`src/wtcm_regs.svh`:
```
// Bit positions, reset values, keys and timing counts of the watchdog.
// Assumes the includer compiles it once per unit; guarded anyway.
`ifndef WTCM_REGS_SVH
`define WTCM_REGS_SVH

// ==========================================================
// Control register fields
`define WTCM_CLK_BIT 0
`define WTCM_FLAG_BIT 1
`define WTCM_RUN_BIT 2
`define WTCM_TAP_LSB 5
`define WTCM_TAP_MSB 7
`define WTCM_CTL_RST 8'he5
`define WTCM_RELOAD_RST 8'hff

// ==========================================================
// Feed keys
`define WTCM_FEED1_KEY 8'ha5
`define WTCM_FEED2_KEY 8'h5a

// ==========================================================
// Timing
`define WTCM_SYS_CLK_HZ 10000000
`define WTCM_OSC_HZ 400000
`define WTCM_OSC_DIV (`WTCM_SYS_CLK_HZ / `WTCM_OSC_HZ)
`define WTCM_SYNC_TICKS 2'd2

`endif

```
`src/wtcm_pkg.sv`:
```
// Types shared by the watchdog design.
// Assumes nothing of its surroundings.
`default_nettype none

package wtcm_pkg;
    typedef enum logic [1:0] {
        WTCM_SW_RUN = 2'b00,
        WTCM_SW_DESEL = 2'b01,
        WTCM_SW_SEL = 2'b10
    } wtcm_sw_e;
endpackage

`default_nettype wire

```
`src/wtcm_core.sv`:
```
// Watchdog timer: feed logic, prescaler, down counter, source switch.
// Assumes register strobes and the peripheral clock enable come from
// logic on sys_clk_i; the 400 KHz source is an enable derived here.
//
// Behaviour
// [RULE1] Timeout is 2^(5+tap)*(reload+1)+1 watchdog clock ticks.
// [RULE2] An internal 400 KHz oscillator is one of two clock sources.
// [RULE3] Select 0 takes peripheral clock, select 1 the oscillator.
// [RULE4] New clock select only takes effect after a valid feed.
// [RULE5] Switch: two old ticks to deselect, two new ticks to select.
// [RULE6] Prescaler restarts right after a feed, even mid switch.
// [RULE7] Software keeps the old clock alive two ticks after a feed.
// [RULE8] Wait two peripheral ticks after feed before power-down.
// [RULE9] Switch to oscillator stalls while the peripheral clock stops.
// [RULE10] Timer mode copies control writes to shadow after one tick.
// [RULE11] Counter underflow sets the timeout flag.
// [RULE12] Interrupt enable routes each underflow to an interrupt.
// [RULE13] Writing zero to the flag bit clears the flag.
// [RULE14] Timer mode underflow reloads the counter and keeps counting.
// [RULE15] Correct feed loads counter; bad feeds ignored in timer mode.
// [RULE16] With reset enabled software feeds before every underflow.
// [RULE17] Oscillator selected keeps oscillator and watchdog running.
// [RULE18] Peripheral clock selected means power-down stops the count.
// [RULE19] Feed is A5 then 5A, no writes between; bad feed resets.
// [RULE20] Underflow with reset enabled asserts the watchdog reset.
// [RULE21] Counter runs while the run bit is one, stops at zero.
// [RULE22] Safety lock forces select and run, allows one write each.
// [RULE23] Writes, feeds and flag updates are never lost or doubled.
`include "wtcm_regs.svh"
`default_nettype none

module wtcm_core
    import wtcm_pkg::*;
#(
    parameter int OSC_DIV = `WTCM_OSC_DIV
)
(
    input wire logic sys_clk_i,
    input wire logic rst_i,
    input wire logic pclk_en_i,
    input wire logic power_down_i,
    input wire logic reset_function_enable_i,
    input wire logic safety_lock_enable_i,
    input wire logic watchdog_irq_enable_i,
    input wire logic [7:0] wr_data_i,
    input wire logic ctrl_wr_i,
    input wire logic reload_wr_i,
    input wire logic feed1_wr_i,
    input wire logic feed2_wr_i,
    input wire logic other_wr_i,
    output logic [7:0] control_o,
    output logic [7:0] reload_value_o,
    output logic [7:0] count_o,
    output logic timeout_flag_o,
    output logic irq_o,
    output logic wd_reset_o,
    output logic clock_source_select_o,
    output logic switch_busy_o,
    output logic osc_running_o
);

    // ==========================================================
    // Elaboration check
    if (OSC_DIV < 2 || OSC_DIV > 31)
    begin : g_bad_div
        $error("OSC_DIV must lie in 2..31");
    end

    // ==========================================================
    // Declarations
    logic [7:0] watchdog_control_reg, watchdog_control_next;
    logic [7:0] shadow_reg, shadow_next;
    logic [7:0] reload_value_reg, reload_value_next;
    logic timeout_flag_reg, timeout_flag_next;
    logic feed_armed_reg, feed_armed_next;
    logic ctl_once_reg, ctl_once_next;
    logic reload_once_reg, reload_once_next;
    logic wd_reset_reg, wd_reset_next;
    logic irq_reg, irq_next;
    logic [11:0] pre_reg, pre_next;
    logic [7:0] count_reg, count_next;
    logic uf_pend_reg, uf_pend_next;
    wtcm_sw_e sw_state_reg, sw_state_next;
    logic cur_src_reg, cur_src_next;
    logic tgt_src_reg, tgt_src_next;
    logic [1:0] sw_cnt_reg, sw_cnt_next;
    logic [4:0] osc_div_reg, osc_div_next;
    logic osc_run_reg, osc_run_next;

    logic safety, any_wr, feed1_good, feed_ok, bad_feed;
    logic ctl_ok, reload_ok, run_eff, osc_on, osc_tick, pclk_live;
    logic old_tick, new_tick, wd_tick, underflow, fed_src;
    logic [2:0] tap;
    logic [11:0] pre_mask;

    // ==========================================================
    // Feed detection and write acceptance
    assign safety = reset_function_enable_i & safety_lock_enable_i;
    assign any_wr = ctrl_wr_i | reload_wr_i | feed1_wr_i | feed2_wr_i
                    | other_wr_i;
    assign feed1_good = feed1_wr_i && wr_data_i == `WTCM_FEED1_KEY;
    assign feed_ok = feed2_wr_i && feed_armed_reg
                     && wr_data_i == `WTCM_FEED2_KEY; // RULE19
    // Any write other than the completing one spoils an armed feed
    assign bad_feed = (feed_armed_reg && any_wr && !feed_ok)
                      || (feed2_wr_i && !feed_ok)
                      || (feed1_wr_i && !feed1_good); // RULE19
    assign ctl_ok = ctrl_wr_i && !(safety && ctl_once_reg); // RULE22
    assign reload_ok = reload_wr_i && !(safety && reload_once_reg); // RULE22

    // Safety lock overrides the run bit of the shadow and the select bit of the control register
    assign run_eff = shadow_reg[`WTCM_RUN_BIT] | safety; // RULE21 RULE22
    assign fed_src = watchdog_control_reg[`WTCM_CLK_BIT] | safety; // RULE22
    assign tap = shadow_reg[`WTCM_TAP_MSB:`WTCM_TAP_LSB];
    assign pre_mask = 12'hfff >> (3'd7 - tap); // RULE1

    // ==========================================================
    // Clock sources
    assign pclk_live = pclk_en_i & ~power_down_i; // RULE18
    // Oscillator only sleeps when it is not the active source
    assign osc_on = ~power_down_i | cur_src_reg; // RULE17 RULE18
    assign osc_tick = osc_on
                      && osc_div_reg == 5'(OSC_DIV - 1); // RULE2
    assign old_tick = cur_src_reg ? osc_tick : pclk_live; // RULE3
    assign new_tick = tgt_src_reg ? osc_tick : pclk_live; // RULE3
    // No ticks leave the mux during a switch: glitch-free hand-over
    assign wd_tick = sw_state_reg == WTCM_SW_RUN && old_tick; // RULE5

    always_comb
    begin
        osc_div_next = osc_div_reg;
        osc_run_next = osc_on;
        if (!osc_on || osc_div_reg == 5'(OSC_DIV - 1))
        begin
            osc_div_next = 5'd0;
        end
        else
        begin
            osc_div_next = osc_div_reg + 5'd1; // RULE2
        end
    end

    always_ff @(posedge sys_clk_i)
    begin
        if (rst_i)
        begin
            osc_div_reg <= 5'd0;
            osc_run_reg <= 1'b1;
        end
        else
        begin
            osc_div_reg <= osc_div_next;
            osc_run_reg <= osc_run_next;
        end
    end

    // ==========================================================
    // Source switch sequencer
    always_comb
    begin
        sw_state_next = sw_state_reg;
        cur_src_next = cur_src_reg;
        tgt_src_next = tgt_src_reg;
        sw_cnt_next = sw_cnt_reg;
        if (feed_ok)
        begin
            tgt_src_next = fed_src; // RULE4
            if (fed_src != cur_src_reg && sw_state_reg == WTCM_SW_RUN)
            begin
                sw_state_next = WTCM_SW_DESEL;
                sw_cnt_next = 2'd0;
            end
        end
        else
        begin
            case (sw_state_reg)
                WTCM_SW_DESEL:
                begin
                    // Old source stopped (the peripheral clock when switching to the oscillator): switch waits here
                    if (old_tick)
                    begin
                        sw_cnt_next = sw_cnt_reg + 2'd1; // RULE9
                        if (sw_cnt_reg + 2'd1 == `WTCM_SYNC_TICKS)
                        begin
                            sw_state_next = WTCM_SW_SEL; // RULE5
                            sw_cnt_next = 2'd0;
                        end
                    end
                end
                WTCM_SW_SEL:
                begin
                    if (new_tick)
                    begin
                        sw_cnt_next = sw_cnt_reg + 2'd1;
                        if (sw_cnt_reg + 2'd1 == `WTCM_SYNC_TICKS)
                        begin
                            sw_state_next = WTCM_SW_RUN; // RULE5
                            cur_src_next = tgt_src_reg;
                            sw_cnt_next = 2'd0;
                        end
                    end
                end
                default:
                begin
                    sw_state_next = WTCM_SW_RUN;
                end
            endcase
        end
    end

    always_ff @(posedge sys_clk_i)
    begin
        if (rst_i)
        begin
            sw_state_reg <= WTCM_SW_RUN;
            cur_src_reg <= 1'b1;
            tgt_src_reg <= 1'b1;
            sw_cnt_reg <= 2'd0;
        end
        else
        begin
            sw_state_reg <= sw_state_next;
            cur_src_reg <= cur_src_next;
            tgt_src_reg <= tgt_src_next;
            sw_cnt_reg <= sw_cnt_next;
        end
    end

    // ==========================================================
    // Prescaler and down counter
    always_comb
    begin
        pre_next = pre_reg;
        count_next = count_reg;
        uf_pend_next = uf_pend_reg;
        underflow = 1'b0;
        if (feed_ok)
        begin
            pre_next = 12'd0; // RULE6
            count_next = reload_value_reg; // RULE15
            uf_pend_next = 1'b0;
        end
        else if (wd_tick && run_eff)
        begin
            if (uf_pend_reg)
            begin
                // The extra tick of the timeout formula
                underflow = 1'b1; // RULE1
                uf_pend_next = 1'b0;
                pre_next = 12'd0;
                count_next = reload_value_reg; // RULE14
            end
            else if (pre_reg == pre_mask)
            begin
                pre_next = 12'd0;
                if (count_reg == 8'd0)
                begin
                    uf_pend_next = 1'b1;
                end
                else
                begin
                    count_next = count_reg - 8'd1; // RULE21
                end
            end
            else
            begin
                pre_next = pre_reg + 12'd1;
            end
        end
    end

    always_ff @(posedge sys_clk_i)
    begin
        if (rst_i)
        begin
            pre_reg <= 12'd0;
            count_reg <= `WTCM_RELOAD_RST;
            uf_pend_reg <= 1'b0;
        end
        else
        begin
            pre_reg <= pre_next;
            count_reg <= count_next;
            uf_pend_reg <= uf_pend_next;
        end
    end

    // ==========================================================
    // Registers, feed state, flag and outputs
    always_comb
    begin
        watchdog_control_next = watchdog_control_reg;
        shadow_next = shadow_reg;
        reload_value_next = reload_value_reg;
        timeout_flag_next = timeout_flag_reg;
        ctl_once_next = ctl_once_reg | (ctl_ok & safety);
        reload_once_next = reload_once_reg | (reload_ok & safety);
        feed_armed_next = any_wr ? feed1_good : feed_armed_reg;
        if (ctl_ok)
        begin
            watchdog_control_next = wr_data_i;
            if (!wr_data_i[`WTCM_FLAG_BIT])
            begin
                timeout_flag_next = 1'b0; // RULE13
            end
        end
        if (reload_ok)
        begin
            reload_value_next = wr_data_i;
        end
        if (feed_ok)
        begin
            shadow_next = watchdog_control_reg; // RULE4
            if (reset_function_enable_i)
            begin
                timeout_flag_next = 1'b0;
            end
        end
        else if (!reset_function_enable_i && wd_tick)
        begin
            // Select bit still waits for a feed
            shadow_next = {watchdog_control_reg[7:1],
                           shadow_reg[`WTCM_CLK_BIT]}; // RULE10 RULE4
        end
        // Set wins over a clear in the same cycle
        if (underflow)
        begin
            timeout_flag_next = 1'b1; // RULE11 RULE23
        end
        wd_reset_next = reset_function_enable_i
                        && (underflow || bad_feed); // RULE20 RULE19 RULE15
        irq_next = timeout_flag_next & watchdog_irq_enable_i; // RULE12
    end

    always_ff @(posedge sys_clk_i)
    begin
        if (rst_i)
        begin
            watchdog_control_reg <= `WTCM_CTL_RST;
            shadow_reg <= `WTCM_CTL_RST;
            reload_value_reg <= `WTCM_RELOAD_RST;
            timeout_flag_reg <= 1'b0;
            feed_armed_reg <= 1'b0;
            ctl_once_reg <= 1'b0;
            reload_once_reg <= 1'b0;
            wd_reset_reg <= 1'b0;
            irq_reg <= 1'b0;
        end
        else
        begin
            watchdog_control_reg <= watchdog_control_next;
            shadow_reg <= shadow_next;
            reload_value_reg <= reload_value_next;
            timeout_flag_reg <= timeout_flag_next;
            feed_armed_reg <= feed_armed_next;
            ctl_once_reg <= ctl_once_next;
            reload_once_reg <= reload_once_next;
            wd_reset_reg <= wd_reset_next;
            irq_reg <= irq_next;
        end
    end

    // ==========================================================
    // Outputs
    assign control_o = {watchdog_control_reg[7:3],
                        watchdog_control_reg[`WTCM_RUN_BIT] | safety,
                        timeout_flag_reg,
                        watchdog_control_reg[`WTCM_CLK_BIT] | safety};
    assign reload_value_o = reload_value_reg;
    assign count_o = count_reg;
    assign timeout_flag_o = timeout_flag_reg;
    assign irq_o = irq_reg;
    assign wd_reset_o = wd_reset_reg;
    assign clock_source_select_o = cur_src_reg;
    assign switch_busy_o = sw_state_reg != WTCM_SW_RUN;
    assign osc_running_o = osc_run_reg;

endmodule

`default_nettype wire

```
`config.mk`:
```
export PLATFORM = sky130hd
export DESIGN_NAME = wtcm_core
export DESIGN_NICKNAME = d
export VERILOG_FILES = /design/src/wtcm_pkg.sv /design/src/wtcm_core.sv
export VERILOG_INCLUDE_DIRS = /design/src /design/src/src
export SDC_FILE = /design/constraint.sdc
export NUM_CORES = 1
export LEC_CHECK = 0
export BUFFER_PORTS_ARGS = -buffer_cell sky130_fd_sc_hd__buf_4
export CORE_MARGIN = 2
export CORE_UTILIZATION = 49
export CTS_CLUSTER_SIZE = 8
export DETAILED_ROUTE_END_ITERATION = 7
export MAX_ROUTING_LAYER = met4
export PLACE_DENSITY = 0.68
export SYNTH_ARGS = -nofsm -noshare
export SYNTH_HDL_FRONTEND = slang
export SYNTH_SLANG_ARGS = --single-unit
```
`constraint.sdc`:
```
create_clock -name sys_clk_i -period 3.1 [get_ports sys_clk_i]
set_input_delay 0.465 -clock sys_clk_i [delete_from_list [all_inputs] [get_ports sys_clk_i]]
set_output_delay 0.465 -clock sys_clk_i [all_outputs]
set_load 0.05 [all_outputs]
```
==> results of run 1 <==
## power breakdown
group          switching, mW  leakage [nW]  internal, mW
clock network          0.287        0.0965         0.353
registers             0.0160         0.473         0.765
logic                  0.106         0.917        0.0564
total                  0.409          1.49          1.17
## cell usage after synthesis (2+ instances only)
| master | instances | area (µm²) |
|---|---|---|
| nand2_1 | 52 | 195 |
| buf_4 | 7 | 52.6 |
| nand4_1 | 6 | 37.5 |
| mux2i_1 | 8 | 80.1 |
| nor2b_1 | 2 | 12.5 |
| a311oi_1 | 2 | 17.5 |
| o32ai_1 | 2 | 17.5 |
| dfxtp_1 | 58 | 1160 |
| and2_1 | 4 | 25.0 |
| a21o_1 | 2 | 15.0 |
| o21ai_0 | 5 | 25.0 |
| a221oi_1 | 2 | 17.5 |
| and3_1 | 4 | 25.0 |
| or3_1 | 3 | 18.8 |
| nand3_1 | 30 | 150 |
| o311ai_0 | 2 | 17.5 |
| a31oi_1 | 4 | 25.0 |
| nor3_1 | 17 | 85.1 |
| or4_1 | 3 | 22.5 |
| and4b_1 | 3 | 30.0 |
| ha_1 | 5 | 62.6 |
| xnor2_1 | 4 | 35.0 |
| a22oi_1 | 2 | 15.0 |
| o21ai_1 | 4 | 20.0 |
| nor3b_1 | 4 | 30.0 |
| a21oi_1 | 18 | 90.1 |
| a211o_1 | 3 | 26.3 |
| a221o_1 | 2 | 20.0 |
| nor2_1 | 27 | 101 |
| clkbuf_1 | 12 | 45.0 |
| inv_1 | 14 | 52.6 |
| nor4_1 | 3 | 18.8 |
| nand2b_1 | 7 | 43.8 |
| xor2_1 | 12 | 105 |
## worst min-delay path by stage
stage | start | end | slack (ns) | depth (start not counted)
after floorplan | osc_div_reg[0]$_SDFF_PP0_ | osc_div_reg[0]$_SDFF_PP0_ | 0.43 | 1
after global placement | osc_div_reg[0]$_SDFF_PP0_ | osc_div_reg[0]$_SDFF_PP0_ | 0.44 | 1
after detailed placement | sw_cnt_reg[1]$_SDFFE_PP0P_ | sw_cnt_reg[1]$_SDFFE_PP0P_ | 0.45 | 1
after CTS | watchdog_irq_enable_i | irq_o$_SDFF_PP0_ | 0.32 | 2
after global routing | watchdog_irq_enable_i | irq_o$_SDFF_PP0_ | 0.32 | 2
final | watchdog_irq_enable_i | irq_o$_SDFF_PP0_ | 0.33 | 2
## metal layers
metal	vias up	global-route usage, %	share of wire (%)
met5	-	-	0
met4	0	9.83	1.9
met3	14	4.84	5.1
met2	83	35.9	46
met1	1235	31.6	47
li1	1381	-	-
## area by class of cell
class                           instances  share of cell area [%]
Tap cell                               75                    2.67
Timing Repair Buffer                   54                    11.5
Clock buffer                           14                    4.90
Multi-Input combinational cell        267                    46.2
Inverter                               14                    1.49
Clock inverter                          2                   0.284
Sequential cell                        58                    33.0
## cell families (layout without fill, tap and decap cells)
family / count (synthesis) / after routing / synth area share [%]
compound gates: 62 / 62 / 14.9
xor+xnor: 16 / 16 / 4.77
fa+ha+maj: 5 / 5 / 2.13
mux: 9 / 9 / 3.11
simple gates: 175 / 175 / 30.3
buf+inv: 34 / 84 / 5.23
flops: 58 / 58 / 39.5
## stage by stage
| stage | hold WS (ns) | cell area, µm² | util [%] | setup WS [ns] |
|---|---|---|---|---|
| final | 0.325 | 3520 | 60.2 | 0.607 |
| after global routing | 0.319 | 3520 | 60.2 | 0.516 |
| after CTS | 0.323 | 3520 | 60.2 | 0.611 |
| after detailed placement | 0.446 | 3340 | 57.1 | 0.476 |
| after global placement | 0.445 | 3340 | 57.1 | 0.531 |
| after floorplan | 0.430 | 2940 | - | 0.507 |
==> out/results.tsv, run 1 <==
stage	metric	value	unit
cts	clock_latency	0.34	ns
timing	clock.fmax	401	MHz
placed_design	hpwl	5.34	mm
floorplanning	coreArea	5850	µm²
timing	rsz0062_at_grt	false	
final_layout	drive_gt1_share	18.8	%
floorplanning	die_w	81.5	µm
yosys	synthCells	359	
global_route	track_usage	23.9	%
route	first_pass_iters	5	
final_layout	antenna_cells	0	
job	drv_cap	0	
cts	cts_resized	0	
route	detail-route-antenna-nets	0	
placed_design	io_buffers	49	
timing	setup_viol	0	
setup_path	cp-start-kind	register	
yosys	synthArstFlopShare	0	%
cts	cts.sinks	58	
yosys	ys_ff_latch	58	
timing	finalHoldViolCount	0	
setup_path	slowest_delay	0.58	ns
route	drt_iter0_drc	235	
final_layout	n_fill_cell	530	
setup_path	startpoint	count_o[2]$_SDFFE_PP1P_	
route	wl_per_cell	14.8	µm
setup_path	worst_r2r_path_depth	6	
cts	cts_tree	yes	
pwr	leakage	1.49	nW
global_route	antenna_found_initial	0	
setup_path	cpLargestDelayFamily	simple AND/OR/NAND/NOR gates	
final_layout	seq_area	1160	µm²
cts	clock-root-buffer	clkbuf_8	
final_layout	nNetsFinal	429	
setup_path	cp-end-kind	register	
yosys	ys_seq_area_share	39.5	%
setup_path	worstPathMaxFanout	9	
floorplanning	dieArea	6640	µm²
setup_path	worstReg2RegStart	count_o[2]$_SDFFE_PP1P_	
final_layout	layout.cells.non_filler	484	
run_status	status	complete, no violations	
setup_path	cp_cell_sequence	or4_4 -> or4b_4 -> nand3_2 -> a211oi_4 -> or3_1 -> a221o_1	
route	post-route-drc-count	0	
final_layout	mostFrequentLayoutCells	58 x dfxtp_1, 54 x buf_4, 52 x nand2_1	
cts	clkTransAtPathRegs	0.06	ns
yosys	synth_nets	384	
yosys	synthFlopType	dfxtp_1	
setup_path	crit_cells	6	
yosys	synth_edf_count	0	
placed_design	placed_cells	468	
pwr	powerDensity	450	nW/µm²
final_layout	multi_input_area	1630	µm²
cts	post_cts_buffers	0	
timing	fin_worst_skew	0.00461	ns
route	drt-total-wl	7.18	mm
yosys	synth_area	2940	µm²
global_route	grt_overflow	0	
final_layout	largest_reg_flops	12	
floorplanning	ioPinCount	50	
cts	ctsHoldBuffers	0	
cts	htreeDepth	3	
timing	final.min_clock_period	2.49	ns
global_route	grt_pass1_wl	11.6	mm
timing	finalCritPeriodShare	80.4	%
yosys	synthDistinctLibCells	60	
timing	tightest_slew	0.717	ns
floorplanning	die_h	81.5	µm
pwr	p_total	1.58	mW
yosys	yosys_warnings	0	
setup_path	critPathBufInv	0	
timing	setup_tns	0	ns
cts	cts_buffers	9	
route	via_count	2713	
floorplanning	start_util	50.3	%
setup_path	r2r_end	count_o[5]$_SDFFE_PP1P_	
placed_design	gp_congestion	0.931	
timing	slew_headroom	52.0	%
final_layout	final_common_cell	dfxtp_1	
setup_path	crit_end	count_o[5]$_SDFFE_PP1P_	
setup_path	worst_ep_arrival_time	2.72	ns
global_route	grt_max_degree	25	
floorplanning	std_cell_rows	28	
cts	clk_path_buf_depth	2	
setup_path	reg2reg_slack	0.61	ns
yosys	synth.avg_cell_area	8.19	µm²
timing	drv_slew	0	
route	vias_per_cell	5.61	
setup_path	critPathKind	reg -> reg	
min_path	hold_path.class	in -> reg	
setup_path	slowest_stage	or4_4	
final_layout	syn_to_final_growth	19.7	%
pwr	peakVddDrop	0.000258	V
global_route	grt_pass1_vias	2448	
setup_path	critPathRequiredTime	3.33	ns
No activity file was read; power rests on OpenSTA's default activity.
==> inputs of run 2 (changes only) <==
- clock period: 3.1 -> 2.3 ns (I/O delays scaled with it)
==> run 2 against run 1 <==
Critical path depth unchanged. Via count up 4.6%. Clock power up 65%. Routed wire length up 5.4%. Clock skew up 0.0023 ns. Non-clock buffer count up 14. Count of clock-buffer cells in the layout down 1. Power up 47%. Largest power group is now the clock network.
==> out/results.tsv, run 2 (synthesis gave the netlist of run 1 again) <==
stage	metric	value	unit
route	post-route-drc-count	0	
cts	ctsHoldBuffers	0	
cts	clock-root-buffer	clkbuf_8	
cts	clkTransAtPathRegs	0.06	ns
pwr	switching_share	24.6	%
final_layout	syn_to_final_growth	26.0	%
route	vias_per_cell	5.70	
timing	finalCritPeriodShare	99.2	%
floorplanning	dieArea	6640	µm²
cts	post_cts_buffers	0	
setup_path	worst_ep_arrival_time	2.50	ns
final_layout	antenna_cells	0	
floorplanning	coreArea	5850	µm²
setup_path	cp-start-kind	register	
timing	drv_slew	0	
cts	cts_buffers	9	
final_layout	n_fill_cell	526	
timing	setup_tns	0	ns
route	first_pass_iters	5	
final_layout	nNetsFinal	443	
timing	tightest_slew	0.437	ns
final_layout	largest_reg_flops	12	
route	via_count	2839	
timing	final.min_clock_period	2.28	ns
pwr	p_total	2.33	mW
final_layout	final_util	63.3	%
final_layout	mostFrequentLayoutCells	68 x buf_4, 54 x dfxtp_1, 52 x nand2_1	
floorplanning	ioPinCount	50	
floorplanning	die_h	81.5	µm
route	drt-total-wl	7.57	mm
cts	clk_path_buf_depth	2	
cts	clock_latency	0.34	ns
setup_path	worstPathMaxFanout	4	
route	top_layer_used	met4	
floorplanning	start_util	50.3	%
pwr	powerDensity	630	nW/µm²
route	detail-route-antenna-nets	0	
route	drt_iter0_drc	318	
placed_design	placed_area	3450	µm²
cts	cts_resized	0	
global_route	grt_pass1_wl	12.5	mm
route	wl_met2	3.46	mm
pwr	netSwitchingPower	574	µW
pwr	p_seq_share	45.1	%
pwr	leakage	1.57	nW
setup_path	critPathRequiredTime	2.52	ns
final_layout	final_common_cell	buf_4	
timing	slew_headroom	70.5	%
route	wl_met1	3.44	mm
global_route	grt_overflow	0	
pwr	p_comb_share	9.5	%
route	wl_per_cell	15.2	µm
cts	htreeDepth	3	
floorplanning	die_w	81.5	µm
global_route	grt_pass1_vias	2642	
final_layout	drive_gt1_share	23.6	%
route	dr_wl_met3	524	µm
timing	fin_worst_skew	0.00696	ns
placed_design	gp_congestion	0.920	
global_route	grt_max_degree	22	
run_status	status	complete, no violations	
final_layout	fin_area	3700	µm²
timing	rsz0062_at_grt	true	
timing	finalHoldViolCount	0	
setup_path	cp-end-kind	register	
min_path	hold_path.class	in -> reg	
pwr	power.internal	1.76	mW
pwr	peakVddDrop	0.000370	V
timing	setup_viol	0	
global_route	track_usage	25.6	%
floorplanning	std_cell_rows	28	
placed_design	hpwl	5.68	mm
setup_path	critPathKind	reg -> reg	
job	drv_cap	0	
global_route	antenna_found_initial	0	
cts	cts.sinks	58	
cts	cts_tree	yes	
timing	clock.fmax	438	MHz
placed_design	io_buffers	49	
pwr	p_clk_share	45.4	%
## run 2: cell types whose count changed in the layout (fill, tap and decap cells not counted), sizes merged
cell      change
buf          +14
bufinv        +1
clkbuf        -1
clkinv        -1
clkinvlp      +1
## run 2: worst max-delay path, cell delays in order (launching register included)
cell and delay [ns]:
dfxtp_4 0.34, or4_4 0.53, or4b_4 0.52, nand3_2 0.10, a211oi_4 0.06, or3_1 0.33
a221o_1 0.29
## run 2: path summary, 6_finish.rpt
| check | from | end | slack (ns) | cells after the start |
|---|---|---|---|---|
| worst min-delay path | watchdog_irq_enable_i | irq_o$_SDFF_PP0_ | 0.21 | 2 |
| worst max-delay path | count_o[3]$_SDFFE_PP1P_ | count_o[5]$_SDFFE_PP1P_ | 0.02 | 6 |
| worst max register to register | count_o[3]$_SDFFE_PP1P_ | count_o[5]$_SDFFE_PP1P_ | 0.02 | 6 |
| worst min register to register | sw_cnt_reg[1]$_SDFFE_PP0P_ | sw_cnt_reg[1]$_SDFFE_PP0P_ | 0.45 | 1 |
## run 2: cell type report
class                   instances  area, µm²  area share [%]
clock buffers                  13        190            5.13
inverters                      14       52.6            1.42
clock inverters                 3       42.5            1.15
flip-flops and latches         58       1170            31.6
multi-input cells             267       1640            44.4
well taps                      75       93.8            2.53
repair buffers                 68        510            13.8
## run 2: metal layers
layer	up-vias	GRT usage, %
met5	-	-
met4	0	9.83
met3	17	6.92
met2	93	37.7
met1	1327	33.5
li1	1402	-
## run 2: metrics by stage
stage,setup slack (ns),hold slack (ns),cells
2_1_floorplan,-0.0273,0.430,359
3_3_place_gp,0.0764,0.449,482
3_5_place_dp,0.0261,0.445,482
4_1_cts,0.0140,0.199,498
5_1_grt,-0.0246,0.192,498
6_report,0.0173,0.210,498
## run 2: power by group through the flow
stage          registers (mW)  clock network (mW)  logic, mW
6_report                 1.05                1.06      0.221
5_1_grt                  1.05                1.13      0.240
4_1_cts                  1.05                1.08      0.222
3_5_place_dp             1.07                   0      0.222
3_3_place_gp             1.07                   0      0.220
2_1_floorplan            1.10                   0      0.108
